`config.mk`:
```
export PLATFORM = sky130hd
export DESIGN_NAME = xldm_lane_deskew
export DESIGN_NICKNAME = d
export VERILOG_FILES = /design/src/common/xldm_pkg.sv /design/src/logic/xldm_lane_deskew.sv
export SDC_FILE = /design/constraint.sdc
export NUM_CORES = 1
export LEC_CHECK = 0
export BUFFER_PORTS_ARGS = -buffer_cell sky130_fd_sc_hd__buf_2
export CAP_MARGIN = 20
export CORE_AREA = 4 4 257 259
export CTS_BUF_LIST = sky130_fd_sc_hd__clkbuf_2
export DETAILED_ROUTE_END_ITERATION = 8
export DIE_AREA = 0 0 261 263
export GPL_TIMING_DRIVEN = 0
export PLACE_DENSITY = 0.65
export RECOVER_POWER = 25
export SYNTH_ARGS = -nofsm -noshare
export SYNTH_HDL_FRONTEND = slang
export SYNTH_SLANG_ARGS = --single-unit
```
`constraint.sdc`:
```
create_clock -name clk -period 3.8 [get_ports clk]
set_input_delay 0.76 -clock clk [delete_from_list [all_inputs] [get_ports clk]]
set_output_delay 0.76 -clock clk [all_outputs]
set_load 0.05 [all_outputs]
```
`src/common/xldm_pkg.sv`:
```
// Shared constants and types for the lane deskew and gap manager
package xldm_pkg;

  // ----------------------------------------------------------------
  // Lane and column layout
  // ----------------------------------------------------------------
  localparam int NUM_LANES  = 4;
  localparam int FIFO_DEPTH = 11;
  localparam int ADDR_W     = 8;

  typedef struct packed {
    logic       err;
    logic       ctrl;
    logic [7:0] data;
  } xldm_lane_s;

  typedef xldm_lane_s [NUM_LANES-1:0] xldm_column_t;

  // ----------------------------------------------------------------
  // Character codes
  // ----------------------------------------------------------------
  localparam logic [7:0] CODE_ALIGN  = 8'h7C;
  localparam logic [7:0] CODE_SYNC   = 8'hBC;
  localparam logic [7:0] CODE_SKIP   = 8'h1C;
  localparam logic [7:0] CODE_IDLE   = 8'h07;
  localparam logic [7:0] CODE_TERM   = 8'hFD;
  localparam logic [7:0] CODE_SEQ    = 8'h9C;
  localparam logic [7:0] FAULT_ZERO  = 8'h00;
  localparam logic [7:0] FAULT_LOCAL = 8'h01;
  localparam logic [7:0] FAULT_REM   = 8'h02;

  // ----------------------------------------------------------------
  // Register map
  // ----------------------------------------------------------------
  localparam logic [ADDR_W-1:0] REG_CTRL    = 8'h00;
  localparam logic [ADDR_W-1:0] REG_STATUS  = 8'h04;
  localparam logic [ADDR_W-1:0] REG_REALIGN = 8'h08;

  localparam int CTRL_INDEP_BIT  = 0;
  localparam int CTRL_XGXS_BIT   = 1;
  localparam logic [1:0] CTRL_RESET = 2'h2;
  localparam int STAT_ALIGN_BIT  = 12;
  localparam int REALIGN_BIT     = 4;

  // ----------------------------------------------------------------
  // Gap generation and state machine encodings
  // ----------------------------------------------------------------
  localparam logic [4:0]  SPACING_RESET = 5'h10;
  localparam logic [15:0] LFSR_SEED     = 16'hACE1;

  typedef enum logic [2:0] {
    column_search_state,
    column_confirm_one,
    column_confirm_two,
    column_confirm_three,
    column_aligned,
    column_miss_one,
    column_miss_two,
    column_miss_three
  } xldm_col_e;

  typedef enum logic {
    gap_send_data,
    gap_send_fill
  } xldm_gap_e;

endpackage : xldm_pkg

```
`src/logic/xldm_lane_deskew.sv`:
```
// Receive lane deskew, column alignment and transmit gap management
`timescale 1ns/1ns
`default_nettype none


module xldm_lane_deskew #(
  parameter int FIFO_DEPTH = xldm_pkg::FIFO_DEPTH
) (
  // Clock and reset
  input  wire logic                         clk,
  input  wire logic                         rst,
  // Register port
  input  wire logic [xldm_pkg::ADDR_W-1:0]  reg_addr,
  input  wire logic [31:0]                  reg_wdata,
  input  wire logic                         reg_wr,
  input  wire logic                         reg_rd,
  output logic      [31:0]                  reg_rdata,
  // Receive lanes from the deserializers
  input  wire logic [3:0]                   rx_lane_clk,
  input  wire xldm_pkg::xldm_column_t       rx_lane_in,
  input  wire logic [3:0]                   lane_locked,
  // Receive parallel output
  output xldm_pkg::xldm_column_t            rx_col,
  output logic      [3:0]                   rx_col_valid,
  // Transmit parallel input
  input  wire logic                         tx_lane_a_clock,
  input  wire xldm_pkg::xldm_column_t       tx_lane_data,
  // Transmit lanes to the serializers
  output xldm_pkg::xldm_column_t            tx_col,
  output logic                              tx_col_valid
);

  localparam int PW = $clog2(FIFO_DEPTH);

  initial begin
    if (FIFO_DEPTH < 2 || FIFO_DEPTH > 16)
      $error("FIFO_DEPTH must be 2 to 16");
  end

  // ----------------------------------------------------------------
  // Input synchronisers and edge detection
  // ----------------------------------------------------------------
  logic [3:0]            lclk_m, lclk_s, lclk_d;
  logic [3:0]            lock_m, lock_s;
  xldm_pkg::xldm_column_t rxd_m, rxd_s;
  logic                  tclk_m, tclk_s, tclk_d;
  xldm_pkg::xldm_column_t txd_m, txd_s;
  logic [3:0]            lane_edge;
  logic                  rx_lane_a_clock;
  logic                  tx_edge;

  always_ff @(posedge clk) begin
    if (rst)
    begin
      lclk_m <= 4'h0;
      lclk_s <= 4'h0;
      lclk_d <= 4'h0;
      lock_m <= 4'h0;
      lock_s <= 4'h0;
      rxd_m  <= '0;
      rxd_s  <= '0;
      tclk_m <= 1'b0;
      tclk_s <= 1'b0;
      tclk_d <= 1'b0;
      txd_m  <= '0;
      txd_s  <= '0;
    end
    else
    begin
      lclk_m <= rx_lane_clk;
      lclk_s <= lclk_m;
      lclk_d <= lclk_s;
      lock_m <= lane_locked;
      lock_s <= lock_m;
      rxd_m  <= rx_lane_in;
      rxd_s  <= rxd_m;
      tclk_m <= tx_lane_a_clock;
      tclk_s <= tclk_m;
      tclk_d <= tclk_s;
      txd_m  <= tx_lane_data;
      txd_s  <= txd_m;
    end
  end

  assign lane_edge       = lclk_s & ~lclk_d;
  assign rx_lane_a_clock = lane_edge[0];
  assign tx_edge         = tclk_s & ~tclk_d;

  // ----------------------------------------------------------------
  // Control register and mode bits
  // ----------------------------------------------------------------
  logic [1:0] ctrl;
  logic       indep_mode;
  logic       xgxs_en;

  always_ff @(posedge clk) begin
    if (rst)
      ctrl <= xldm_pkg::CTRL_RESET;
    else if (reg_wr && reg_addr == xldm_pkg::REG_CTRL)
      ctrl <= reg_wdata[1:0];
  end

  assign indep_mode = ctrl[xldm_pkg::CTRL_INDEP_BIT];
  assign xgxs_en    = ctrl[xldm_pkg::CTRL_XGXS_BIT];

  // ----------------------------------------------------------------
  // Per-lane receive FIFOs
  // ----------------------------------------------------------------
  xldm_pkg::xldm_col_e    col_state;
  xldm_pkg::xldm_column_t rd_word;
  logic [3:0]             a_seen;
  logic                   realign;
  logic                   rd_step;

  assign realign = (col_state == xldm_pkg::column_search_state)
                   && (&a_seen) && (&lock_s) && !indep_mode;
  assign rd_step = rx_lane_a_clock && !realign && !indep_mode;

  function automatic logic [PW-1:0] wrap_inc(input logic [PW-1:0] p);
    wrap_inc = (p == PW'(FIFO_DEPTH - 1)) ? '0 : p + PW'(1);
  endfunction : wrap_inc

  genvar gi;
  generate
    for (gi = 0; gi < xldm_pkg::NUM_LANES; gi++)
    begin : g_lane
      xldm_pkg::xldm_lane_s mem [FIFO_DEPTH];
      logic [PW-1:0]        wr_ptr;
      logic [PW-1:0]        rd_ptr;
      logic [PW-1:0]        a_pos;
      logic                 is_a;

      assign is_a = rxd_s[gi].ctrl
                    && rxd_s[gi].data == xldm_pkg::CODE_ALIGN;

      // Storage written on the lane's own recovered clock edge
      always_ff @(posedge clk) begin
        if (lane_edge[gi] && !indep_mode)
          mem[wr_ptr] <= rxd_s[gi];
      end

      always_ff @(posedge clk) begin
        if (rst)
        begin
          wr_ptr    <= '0;
          a_pos     <= '0;
          a_seen[gi] <= 1'b0;
        end
        else
        begin
          if (lane_edge[gi] && !indep_mode)
            wr_ptr <= wrap_inc(wr_ptr);
          if (realign || col_state != xldm_pkg::column_search_state)
            a_seen[gi] <= 1'b0;
          else if (lane_edge[gi] && is_a && !indep_mode)
          begin
            a_seen[gi] <= 1'b1;
            a_pos      <= wr_ptr;
          end
        end
      end

      // Pointer jumps past the /A/ only while searching
      always_ff @(posedge clk) begin
        if (rst)
          rd_ptr <= '0;
        else if (realign)
          rd_ptr <= wrap_inc(a_pos);
        else if (rd_step)
          rd_ptr <= wrap_inc(rd_ptr);
      end

      assign rd_word[gi] = mem[rd_ptr];
    end
  endgenerate

  // ----------------------------------------------------------------
  // Column alignment machine
  // ----------------------------------------------------------------
  logic [3:0] rd_is_a;
  logic       col_any_a;
  logic       col_full_a;
  logic       col_aligned;

  always_comb begin
    for (int i = 0; i < xldm_pkg::NUM_LANES; i++)
      rd_is_a[i] = rd_word[i].ctrl
                   && rd_word[i].data == xldm_pkg::CODE_ALIGN;
  end

  assign col_any_a  = |rd_is_a;
  assign col_full_a = &rd_is_a;

  always_ff @(posedge clk) begin
    if (rst)
      col_state <= xldm_pkg::column_search_state;
    else if (!(&lock_s))
      col_state <= xldm_pkg::column_search_state;
    else if (realign)
      col_state <= xldm_pkg::column_confirm_one;
    else if (rd_step && col_any_a)
    begin
      unique case (col_state)
        xldm_pkg::column_search_state:
          col_state <= xldm_pkg::column_search_state;
        xldm_pkg::column_confirm_one:
          col_state <= col_full_a ? xldm_pkg::column_confirm_two
                                  : xldm_pkg::column_search_state;
        xldm_pkg::column_confirm_two:
          col_state <= col_full_a ? xldm_pkg::column_confirm_three
                                  : xldm_pkg::column_search_state;
        xldm_pkg::column_confirm_three:
          col_state <= col_full_a ? xldm_pkg::column_aligned
                                  : xldm_pkg::column_search_state;
        xldm_pkg::column_aligned:
          col_state <= col_full_a ? xldm_pkg::column_aligned
                                  : xldm_pkg::column_miss_one;
        xldm_pkg::column_miss_one:
          col_state <= col_full_a ? xldm_pkg::column_aligned
                                  : xldm_pkg::column_miss_two;
        xldm_pkg::column_miss_two:
          col_state <= col_full_a ? xldm_pkg::column_aligned
                                  : xldm_pkg::column_miss_three;
        xldm_pkg::column_miss_three:
          col_state <= col_full_a ? xldm_pkg::column_aligned
                                  : xldm_pkg::column_search_state;
      endcase
    end
  end

  assign col_aligned = col_state == xldm_pkg::column_aligned
                       || col_state == xldm_pkg::column_miss_one
                       || col_state == xldm_pkg::column_miss_two
                       || col_state == xldm_pkg::column_miss_three;

  // ----------------------------------------------------------------
  // Receive parallel output
  // ----------------------------------------------------------------
  xldm_pkg::xldm_column_t local_fault;

  always_comb begin
    local_fault[0] = '{err: 1'b1, ctrl: 1'b1, data: xldm_pkg::CODE_SEQ};
    local_fault[1] = '{err: 1'b0, ctrl: 1'b0, data: xldm_pkg::FAULT_ZERO};
    local_fault[2] = '{err: 1'b0, ctrl: 1'b0, data: xldm_pkg::FAULT_ZERO};
    local_fault[3] = '{err: 1'b0, ctrl: 1'b0,
                       data: xldm_pkg::FAULT_LOCAL};
  end

  always_ff @(posedge clk) begin
    if (rst)
    begin
      rx_col       <= '0;
      rx_col_valid <= 4'h0;
    end
    else if (indep_mode)
    begin
      for (int i = 0; i < xldm_pkg::NUM_LANES; i++)
        if (lane_edge[i])
          rx_col[i] <= rxd_s[i];
      rx_col_valid <= lane_edge;
    end
    else
    begin
      if (rx_lane_a_clock)
        rx_col <= col_aligned ? rd_word : local_fault;
      rx_col_valid <= {4{rx_lane_a_clock}};
    end
  end

  // ----------------------------------------------------------------
  // Transmit gap management
  // ----------------------------------------------------------------
  xldm_pkg::xldm_gap_e    gap_state, next_gap_state;
  logic                   gap_start_selector, next_gap_start_selector;
  logic [4:0]             spacing, next_spacing;
  logic [15:0]            lfsr;
  logic                   sync_or_skip_selector;
  xldm_pkg::xldm_column_t next_tx_col;

  assign sync_or_skip_selector = lfsr[0];

  function automatic xldm_pkg::xldm_column_t fill_col(
    input logic [7:0] code
  );
    for (int i = 0; i < xldm_pkg::NUM_LANES; i++)
      fill_col[i] = '{err: 1'b0, ctrl: 1'b1, data: code};
  endfunction : fill_col

  always_comb begin
    logic all_idle;
    logic after_term;
    all_idle   = 1'b1;
    after_term = 1'b0;
    next_tx_col             = txd_s;
    next_gap_state          = xldm_pkg::gap_send_data;
    next_gap_start_selector = gap_start_selector;
    next_spacing            = spacing;
    for (int i = 0; i < xldm_pkg::NUM_LANES; i++)
      if (!(txd_s[i].ctrl && txd_s[i].data == xldm_pkg::CODE_IDLE))
        all_idle = 1'b0;
    if (!xgxs_en)
      next_tx_col = txd_s;
    else if (!all_idle)
    begin
      // Idles in the lanes after the terminate code become /K/
      for (int i = 0; i < xldm_pkg::NUM_LANES; i++)
      begin
        if (after_term && txd_s[i].ctrl
            && txd_s[i].data == xldm_pkg::CODE_IDLE)
          next_tx_col[i].data = xldm_pkg::CODE_SYNC;
        if (txd_s[i].ctrl && txd_s[i].data == xldm_pkg::CODE_TERM)
          after_term = 1'b1;
      end
      next_gap_state = xldm_pkg::gap_send_data;
    end
    else
    begin
      next_gap_state = xldm_pkg::gap_send_fill;
      if (gap_state == xldm_pkg::gap_send_data)
      begin
        if (gap_start_selector)
        begin
          next_tx_col             = fill_col(xldm_pkg::CODE_ALIGN);
          next_gap_start_selector = 1'b0;
          next_spacing            = {1'b1, lfsr[4:1]};
        end
        else
        begin
          next_tx_col             = fill_col(xldm_pkg::CODE_SYNC);
          next_gap_start_selector = 1'b1;
          if (spacing != 5'h00)
            next_spacing = spacing - 5'h01;
        end
      end
      else if (spacing == 5'h00)
      begin
        next_tx_col  = fill_col(xldm_pkg::CODE_ALIGN);
        next_spacing = {1'b1, lfsr[4:1]};
      end
      else
      begin
        next_tx_col  = fill_col(sync_or_skip_selector
                                ? xldm_pkg::CODE_SKIP
                                : xldm_pkg::CODE_SYNC);
        next_spacing = spacing - 5'h01;
      end
    end
  end

  always_ff @(posedge clk) begin
    if (rst)
    begin
      gap_state          <= xldm_pkg::gap_send_data;
      gap_start_selector <= 1'b0;
      spacing            <= xldm_pkg::SPACING_RESET;
      lfsr               <= xldm_pkg::LFSR_SEED;
      tx_col             <= '0;
      tx_col_valid       <= 1'b0;
    end
    else
    begin
      tx_col_valid <= tx_edge;
      if (tx_edge)
      begin
        gap_state          <= next_gap_state;
        gap_start_selector <= next_gap_start_selector;
        spacing            <= next_spacing;
        lfsr   <= {lfsr[14:0], lfsr[15] ^ lfsr[13] ^ lfsr[12] ^ lfsr[10]};
        tx_col <= next_tx_col;
      end
    end
  end

  // ----------------------------------------------------------------
  // Realignment indication and register reads
  // ----------------------------------------------------------------
  logic realign_flag;

  always_ff @(posedge clk) begin
    if (rst)
      realign_flag <= 1'b0;
    else if (realign)
      realign_flag <= 1'b1;
    else if (reg_wr && reg_addr == xldm_pkg::REG_REALIGN
             && reg_wdata[xldm_pkg::REALIGN_BIT])
      realign_flag <= 1'b0;
  end

  always_ff @(posedge clk) begin
    if (rst)
      reg_rdata <= 32'h0;
    else if (reg_rd)
    begin
      reg_rdata <= 32'h0;
      unique case (reg_addr)
        xldm_pkg::REG_CTRL:
          reg_rdata[1:0] <= ctrl;
        xldm_pkg::REG_STATUS:
        begin
          reg_rdata[3:0] <= lock_s;
          reg_rdata[xldm_pkg::STAT_ALIGN_BIT] <= col_aligned;
        end
        xldm_pkg::REG_REALIGN:
          reg_rdata[xldm_pkg::REALIGN_BIT] <= realign_flag;
        default:
          reg_rdata <= 32'h0;
      endcase
    end
    else
      reg_rdata <= 32'h0;
  end

endmodule : xldm_lane_deskew

`default_nettype wire

```
; ---- Yosys cells after proc, flatten, opt, wreduce, memory -nomap -nowiden
; Memory sizes are Yosys's and may differ from the RTL's. A register that Yosys moved wholly into a read port is not among the register bits.
; Index checks and enable logic that the tools add are counted.
[totals]
ff_bits = 381
ram_bits = 440
in_bits = 133
output_inout_bits = 117
wordCells = 348
n_memories = 4
[classes]
addsub = 13
n_eq_ne = 39
n_mux = 91
bitwise_logic = 13
n_reduce_logical = 78
[mem_list]
columns = memory, words, width, rd, rd_clocked_by_memory_dff, write_ports, line
row1 = g_lane[0].mem, 11, 10, 1, 1, 1, xldm_lane_deskew.sv:127  ; xldm_pkg::xldm_lane_s mem [FIFO_DEPTH];
row2 = g_lane[1].mem, 11, 10, 1, 1, 1, xldm_lane_deskew.sv:127
row3 = g_lane[2].mem, 11, 10, 1, 1, 1, xldm_lane_deskew.sv:127
row4 = g_lane[3].mem, 11, 10, 1, 1, 1, xldm_lane_deskew.sv:127
[ops]
columns = cell, n
row1 = $mux W40, 5
row2 = $mux W4, 29
row3 = $mux W38, 2
row4 = $eq A8 B7 Y1 const B, 8
row5 = $mux W8, 7
row6 = $mux W10, 5
row7 = $add A4 B1 Y4 const B, 12
row8 = $eq A4 B4 Y1 const B, 12
row9 = $logic_and A1 B1 Y1, 42
row10 = $eq A8 B3 Y1 const B, 5
row11 = $mux W1, 29
row12 = $eq A8 B8 Y1 const B, 3
row13 = $pmux W3 S7, 1
row14 = $mux W5, 4
row15 = $reduce_and A4 Y1, 5
row16 = $mux W2, 7
row17 = $reduce_and A2 Y1, 7
row18 = $eq A3 B3 Y1 const B, 4
row19 = $reduce_or A3 Y1, 3
row20 = $eq A8 B4 Y1 const B, 1
row21 = $logic_not A8 Y1, 1
row22 = $reduce_bool A2 Y1, 4
row23 = $reduce_or A2 Y1, 4
row24 = $not A1 Y1, 7
row25 = other kinds (17), 27

; ---- Longest topological paths before layout
[logic_depth]
depth_word = 19
depth_mapped = 13
depth_no_buf = 9

; ---- Least setup slack after synthesis
; OpenSTA, ideal clock, no wires.
[synth_path]
path_kind = register to register
startpoint = register (tool-made name)
endpoint = register col_state[0]
setup_ns = 0.133
arrival_ns = 2.650
required_ns = 3.667
slack_ns = 1.017
stages_incl_launch_ff = 11
path_buffers = 1
period_less_slack_ns = 2.783
path_cell_list = dfxtp_1 -> buf_6 -> mux4_2 -> mux2_1 -> o21a_1 -> nor2_1 -> or4b_4 -> nor4_4 -> xor2_1 -> a32oi_1 -> a21oi_1
[synth_lines]
columns = element, line
row1 = end signal: assignment, xldm_lane_deskew.sv:196  ; col_state <= xldm_pkg::column_search_state;
row2 = end signal: assignment, xldm_lane_deskew.sv:198  ; col_state <= xldm_pkg::column_search_state;
row3 = end signal: assignment, xldm_lane_deskew.sv:200  ; col_state <= xldm_pkg::column_confirm_one;
row4 = end: declaration, xldm_lane_deskew.sv:109  ; xldm_pkg::xldm_col_e col_state;

==> implementation parameters <==
Parameter                              Value

Cells and area
  Area overhead of the layout relative to synthesis    20.2%
  Sequential cell area    20600 µm²
  Number of filler instances in the final layout    5154
  Number of standard cells in the final layout excluding fillers    3960
  Multi-input gate area in the final layout    9140 µm²
  Layout Utilization    57.2%
  Count of nets after finishing    3072
  Share of layout cells above drive strength 1    22.8%

Synth
  Async S/R FF share, synth    0%
  Synth Flop Type    sky130_fd_sc_hd__edfxtp_1
  EDFF count, synth    440
  Mean cell area of the mapped netlist    13.1 µm²
  Sequential area share after synthesis    67.9%
  Synth Cell Area    30400 µm²
  Number of standard cells after synthesis    2317
  Count of cell types in the netlist    75
  Synth Warn #    0
  Flops & latches, synth    811

Pwr
  Sequential fraction of design power    58.7%
  Clock power share    35.4%
  Power Total    16.2 mW
  Leakage    13.5 nW
  Worst IR Drop VDD    0.243 mV
  Part of the total power dissipated in combinational logic    5.9%
  P per Cell Area    442 nW/µm²
  Net switching power figure    4.13 mW
  Switching fraction of total power    25.6%
  Internal power    12.0 mW

Clock tree
  Clock net sink count    811
  Buffer levels on the longest clock path    3
  Post-CTS Setup Bufs    0
  Clock transition at the registers of the reported paths    0.11 ns
  Number of buffers created by CTS    195
  CTS root buffer    sky130_fd_sc_hd__clkbuf_2
  Hold-fix buffer count after cts    168
  Post-cts resize count    0
  CTS tree    yes
  Clock insertion delay at the later pin of the skew report    1.38 ns
  H-tree depth    4

GRT
  Grt total ovfl    0
  Wire length of the first global-routing pass    124000 µm
  Maximum number of pins on one net before global-route repair    17
  Overall fraction of global-route tracks in use    23.6%
  Number of global-route vias before repair    21600
  Number of antenna violations at the first check in global routing    4

Place
  Final Wtd Congestion    0.848
  Post-placement setup slack    0.168 ns
  Total placed cells including tap cells    3421
  Number of I/O port buffers    193
  Estimated wirelength of the detail-placed design    55500 µm

Timing
  Period utilisation layout    97.1%
  Worst-case setup margin in the final layout    0.110 ns
  Max-slew violation total from the final report    0
  Worst-case headroom to the max-slew limit    25.4%
  Final setup violating endpoints    0
  Setup repair after global routing missed its margin    no
  Final TNS setup    0 ns
  Final setup skew    0.102 ns
  Final Critical Period    3.69 ns
  Maximum achievable frequency    271 MHz
  Final-report hold violation count    0
  Actual slew at the worst max-slew pin    1.12 ns

Setup path
  Startpoint type of the worst setup path    flip-flop
  Data required time of the worst path    4.98 ns
  Critical path endpoint category    flip-flop
  Critical path class    flip-flop to flip-flop
  Data arrival at the endpoint of the critical path    4.87 ns
  Crit path max fanout    10

Detailed routing
  Number of detailed-routing iterations run before antenna repair    8
  Average detailed-routed wire length per instance    20.7 µm
  Final routed wirelength across all metal layers    82000 µm
  Antenna Nets Post-Route    0
  # DRC    0
  Count of routing violations after the opening detailed-route iteration    1775
  Total vias in the final route    21100
  Routed vias/inst    5.34

Run status
  Result of the run    finished, final reports clean

Floorplan
  Count of standard-cell rows    93
  Number of I/O pins    250
  Vertical die dimension    263 µm
  Overall die area    68600 µm²
  Core outline area    63900 µm²
  Initial core utilization    47.6%
  Die extent in x    261 µm

Flow run
  Max-cap violations    0

Min path
  Hold WC Path Type    input port to flip-flop
[metrics by stage]
step                area (µm²)  hold WS (ns)
floorplan                30500         0.406
global placement         32500         0.419
detailed placement       33000         0.421
CTS                      36500      0.000178
global route             36600        0.0571
finish                   36600         0.179
[placed cells by master, fill, tap and decap left out, types with 35 or more instances in the layout]
cell,count
sky130_fd_sc_hd__nor2b_1,208
sky130_fd_sc_hd__buf_2,217
sky130_fd_sc_hd__mux4_2,38
sky130_fd_sc_hd__nand2_1,169
sky130_fd_sc_hd__clkbuf_2,307
sky130_fd_sc_hd__dlygate4sd3_1,168
sky130_fd_sc_hd__clkinv_1,37
sky130_fd_sc_hd__nor2_1,138
sky130_fd_sc_hd__a21oi_1,80
sky130_fd_sc_hd__mux2i_1,148
sky130_fd_sc_hd__o21ai_0,98
sky130_fd_sc_hd__dfxtp_1,371
sky130_fd_sc_hd__edfxtp_1,440
sky130_fd_sc_hd__clkbuf_1,101
sky130_fd_sc_hd__buf_4,39
sky130_fd_sc_hd__a211oi_1,40
sky130_fd_sc_hd__nor3_1,35
sky130_fd_sc_hd__nand3_1,47
[registers in the layout (all words and copies together) (netlist names), 40 cells and up, named ones only]
name	count
tx_col	40
g_lane.mem	440
txd_m	40
rxd_s	40
rx_col	40
rxd_m	40
txd_s	40
[critical path, stage by stage (launching register included)]
cell,delay (ns)
sky130_fd_sc_hd__dfxtp_1,0.31
sky130_fd_sc_hd__clkbuf_1,0.55
sky130_fd_sc_hd__buf_2,0.40
sky130_fd_sc_hd__mux2i_1,0.27
sky130_fd_sc_hd__o21ai_0,0.12
sky130_fd_sc_hd__nor3_1,0.47
sky130_fd_sc_hd__nand4b_1,0.19
sky130_fd_sc_hd__nand3b_1,0.32
sky130_fd_sc_hd__nor4_4,0.39
sky130_fd_sc_hd__xor2_1,0.14
sky130_fd_sc_hd__a32oi_1,0.26
sky130_fd_sc_hd__a21oi_1,0.11
[layer usage]
layer / wire [µm] / track usage [%]
met2: 40000 / 39.0
met5: 0 / 0
met3: 6020 / 5.96
met1: 33100 / 29.6
met4: 2890 / 9.99
[area by class of cell]
class | instances | area share, %
diodes | 3 | 0.0205
plain buffers | 163 | 2.11
clock buffers | 307 | 4.20
clock inverters | 54 | 0.835
inverters | 16 | 0.164
multi-input cells | 1352 | 25.0
flip-flops and latches | 811 | 56.5
well taps | 855 | 2.93
repair buffers | 399 | 8.28
[final timing paths]
kind                   startpoint                         to  slack (ns)  cells past startpoint
min                rx_lane_in[25]       rxd_m[25]$_SDFF_PP0_        0.18                      3
max                     flip-flop  col_state[0]$_SDFFE_PP0P_        0.11                     11
max reg2reg             flip-flop  col_state[0]$_SDFFE_PP0P_        0.11                     11
min reg2reg  rxd_m[14]$_SDFF_PP0_       rxd_s[14]$_SDFF_PP0_        0.40                      1
[cells by family after synthesis]
logic type | after synthesis | synth area share, %
other cells | 1 | 0.0123
fa+ha+maj | 1 | 0.0411
simple gates | 741 | 12.7
buf+inv | 179 | 2.73
flops | 811 | 67.9
xor+xnor | 18 | 0.518
mux | 212 | 8.70
compound gates | 354 | 7.42
[power by group through the flow]
stage	combinational, mW	sequential, mW	clock, mW
final	0.952	9.49	5.73
after global routing	1.02	9.51	6.36
after CTS	0.937	9.49	5.87
after detailed placement	0.808	9.69	0
after global placement	0.790	9.68	0
after floorplan	0.430	9.75	0
[synth_stat cells (40+ instances only)]
cell type | n | share of area [%]
sky130_fd_sc_hd__a211oi_1 | 40 | 0.99
sky130_fd_sc_hd__nand2_1 | 169 | 2.1
sky130_fd_sc_hd__nor2_1 | 138 | 1.7
sky130_fd_sc_hd__nor3_1 | 50 | 0.82
sky130_fd_sc_hd__nor2b_1 | 208 | 4.3
sky130_fd_sc_hd__a21oi_1 | 80 | 1.3
sky130_fd_sc_hd__mux2i_1 | 148 | 4.9
sky130_fd_sc_hd__nand3_1 | 47 | 0.77
sky130_fd_sc_hd__edfxtp_1 | 440 | 43
sky130_fd_sc_hd__dfxtp_1 | 371 | 24
sky130_fd_sc_hd__clkbuf_1 | 100 | 1.2
sky130_fd_sc_hd__o21ai_0 | 98 | 1.6
Note: power is estimated with default switching activity, not from simulation.
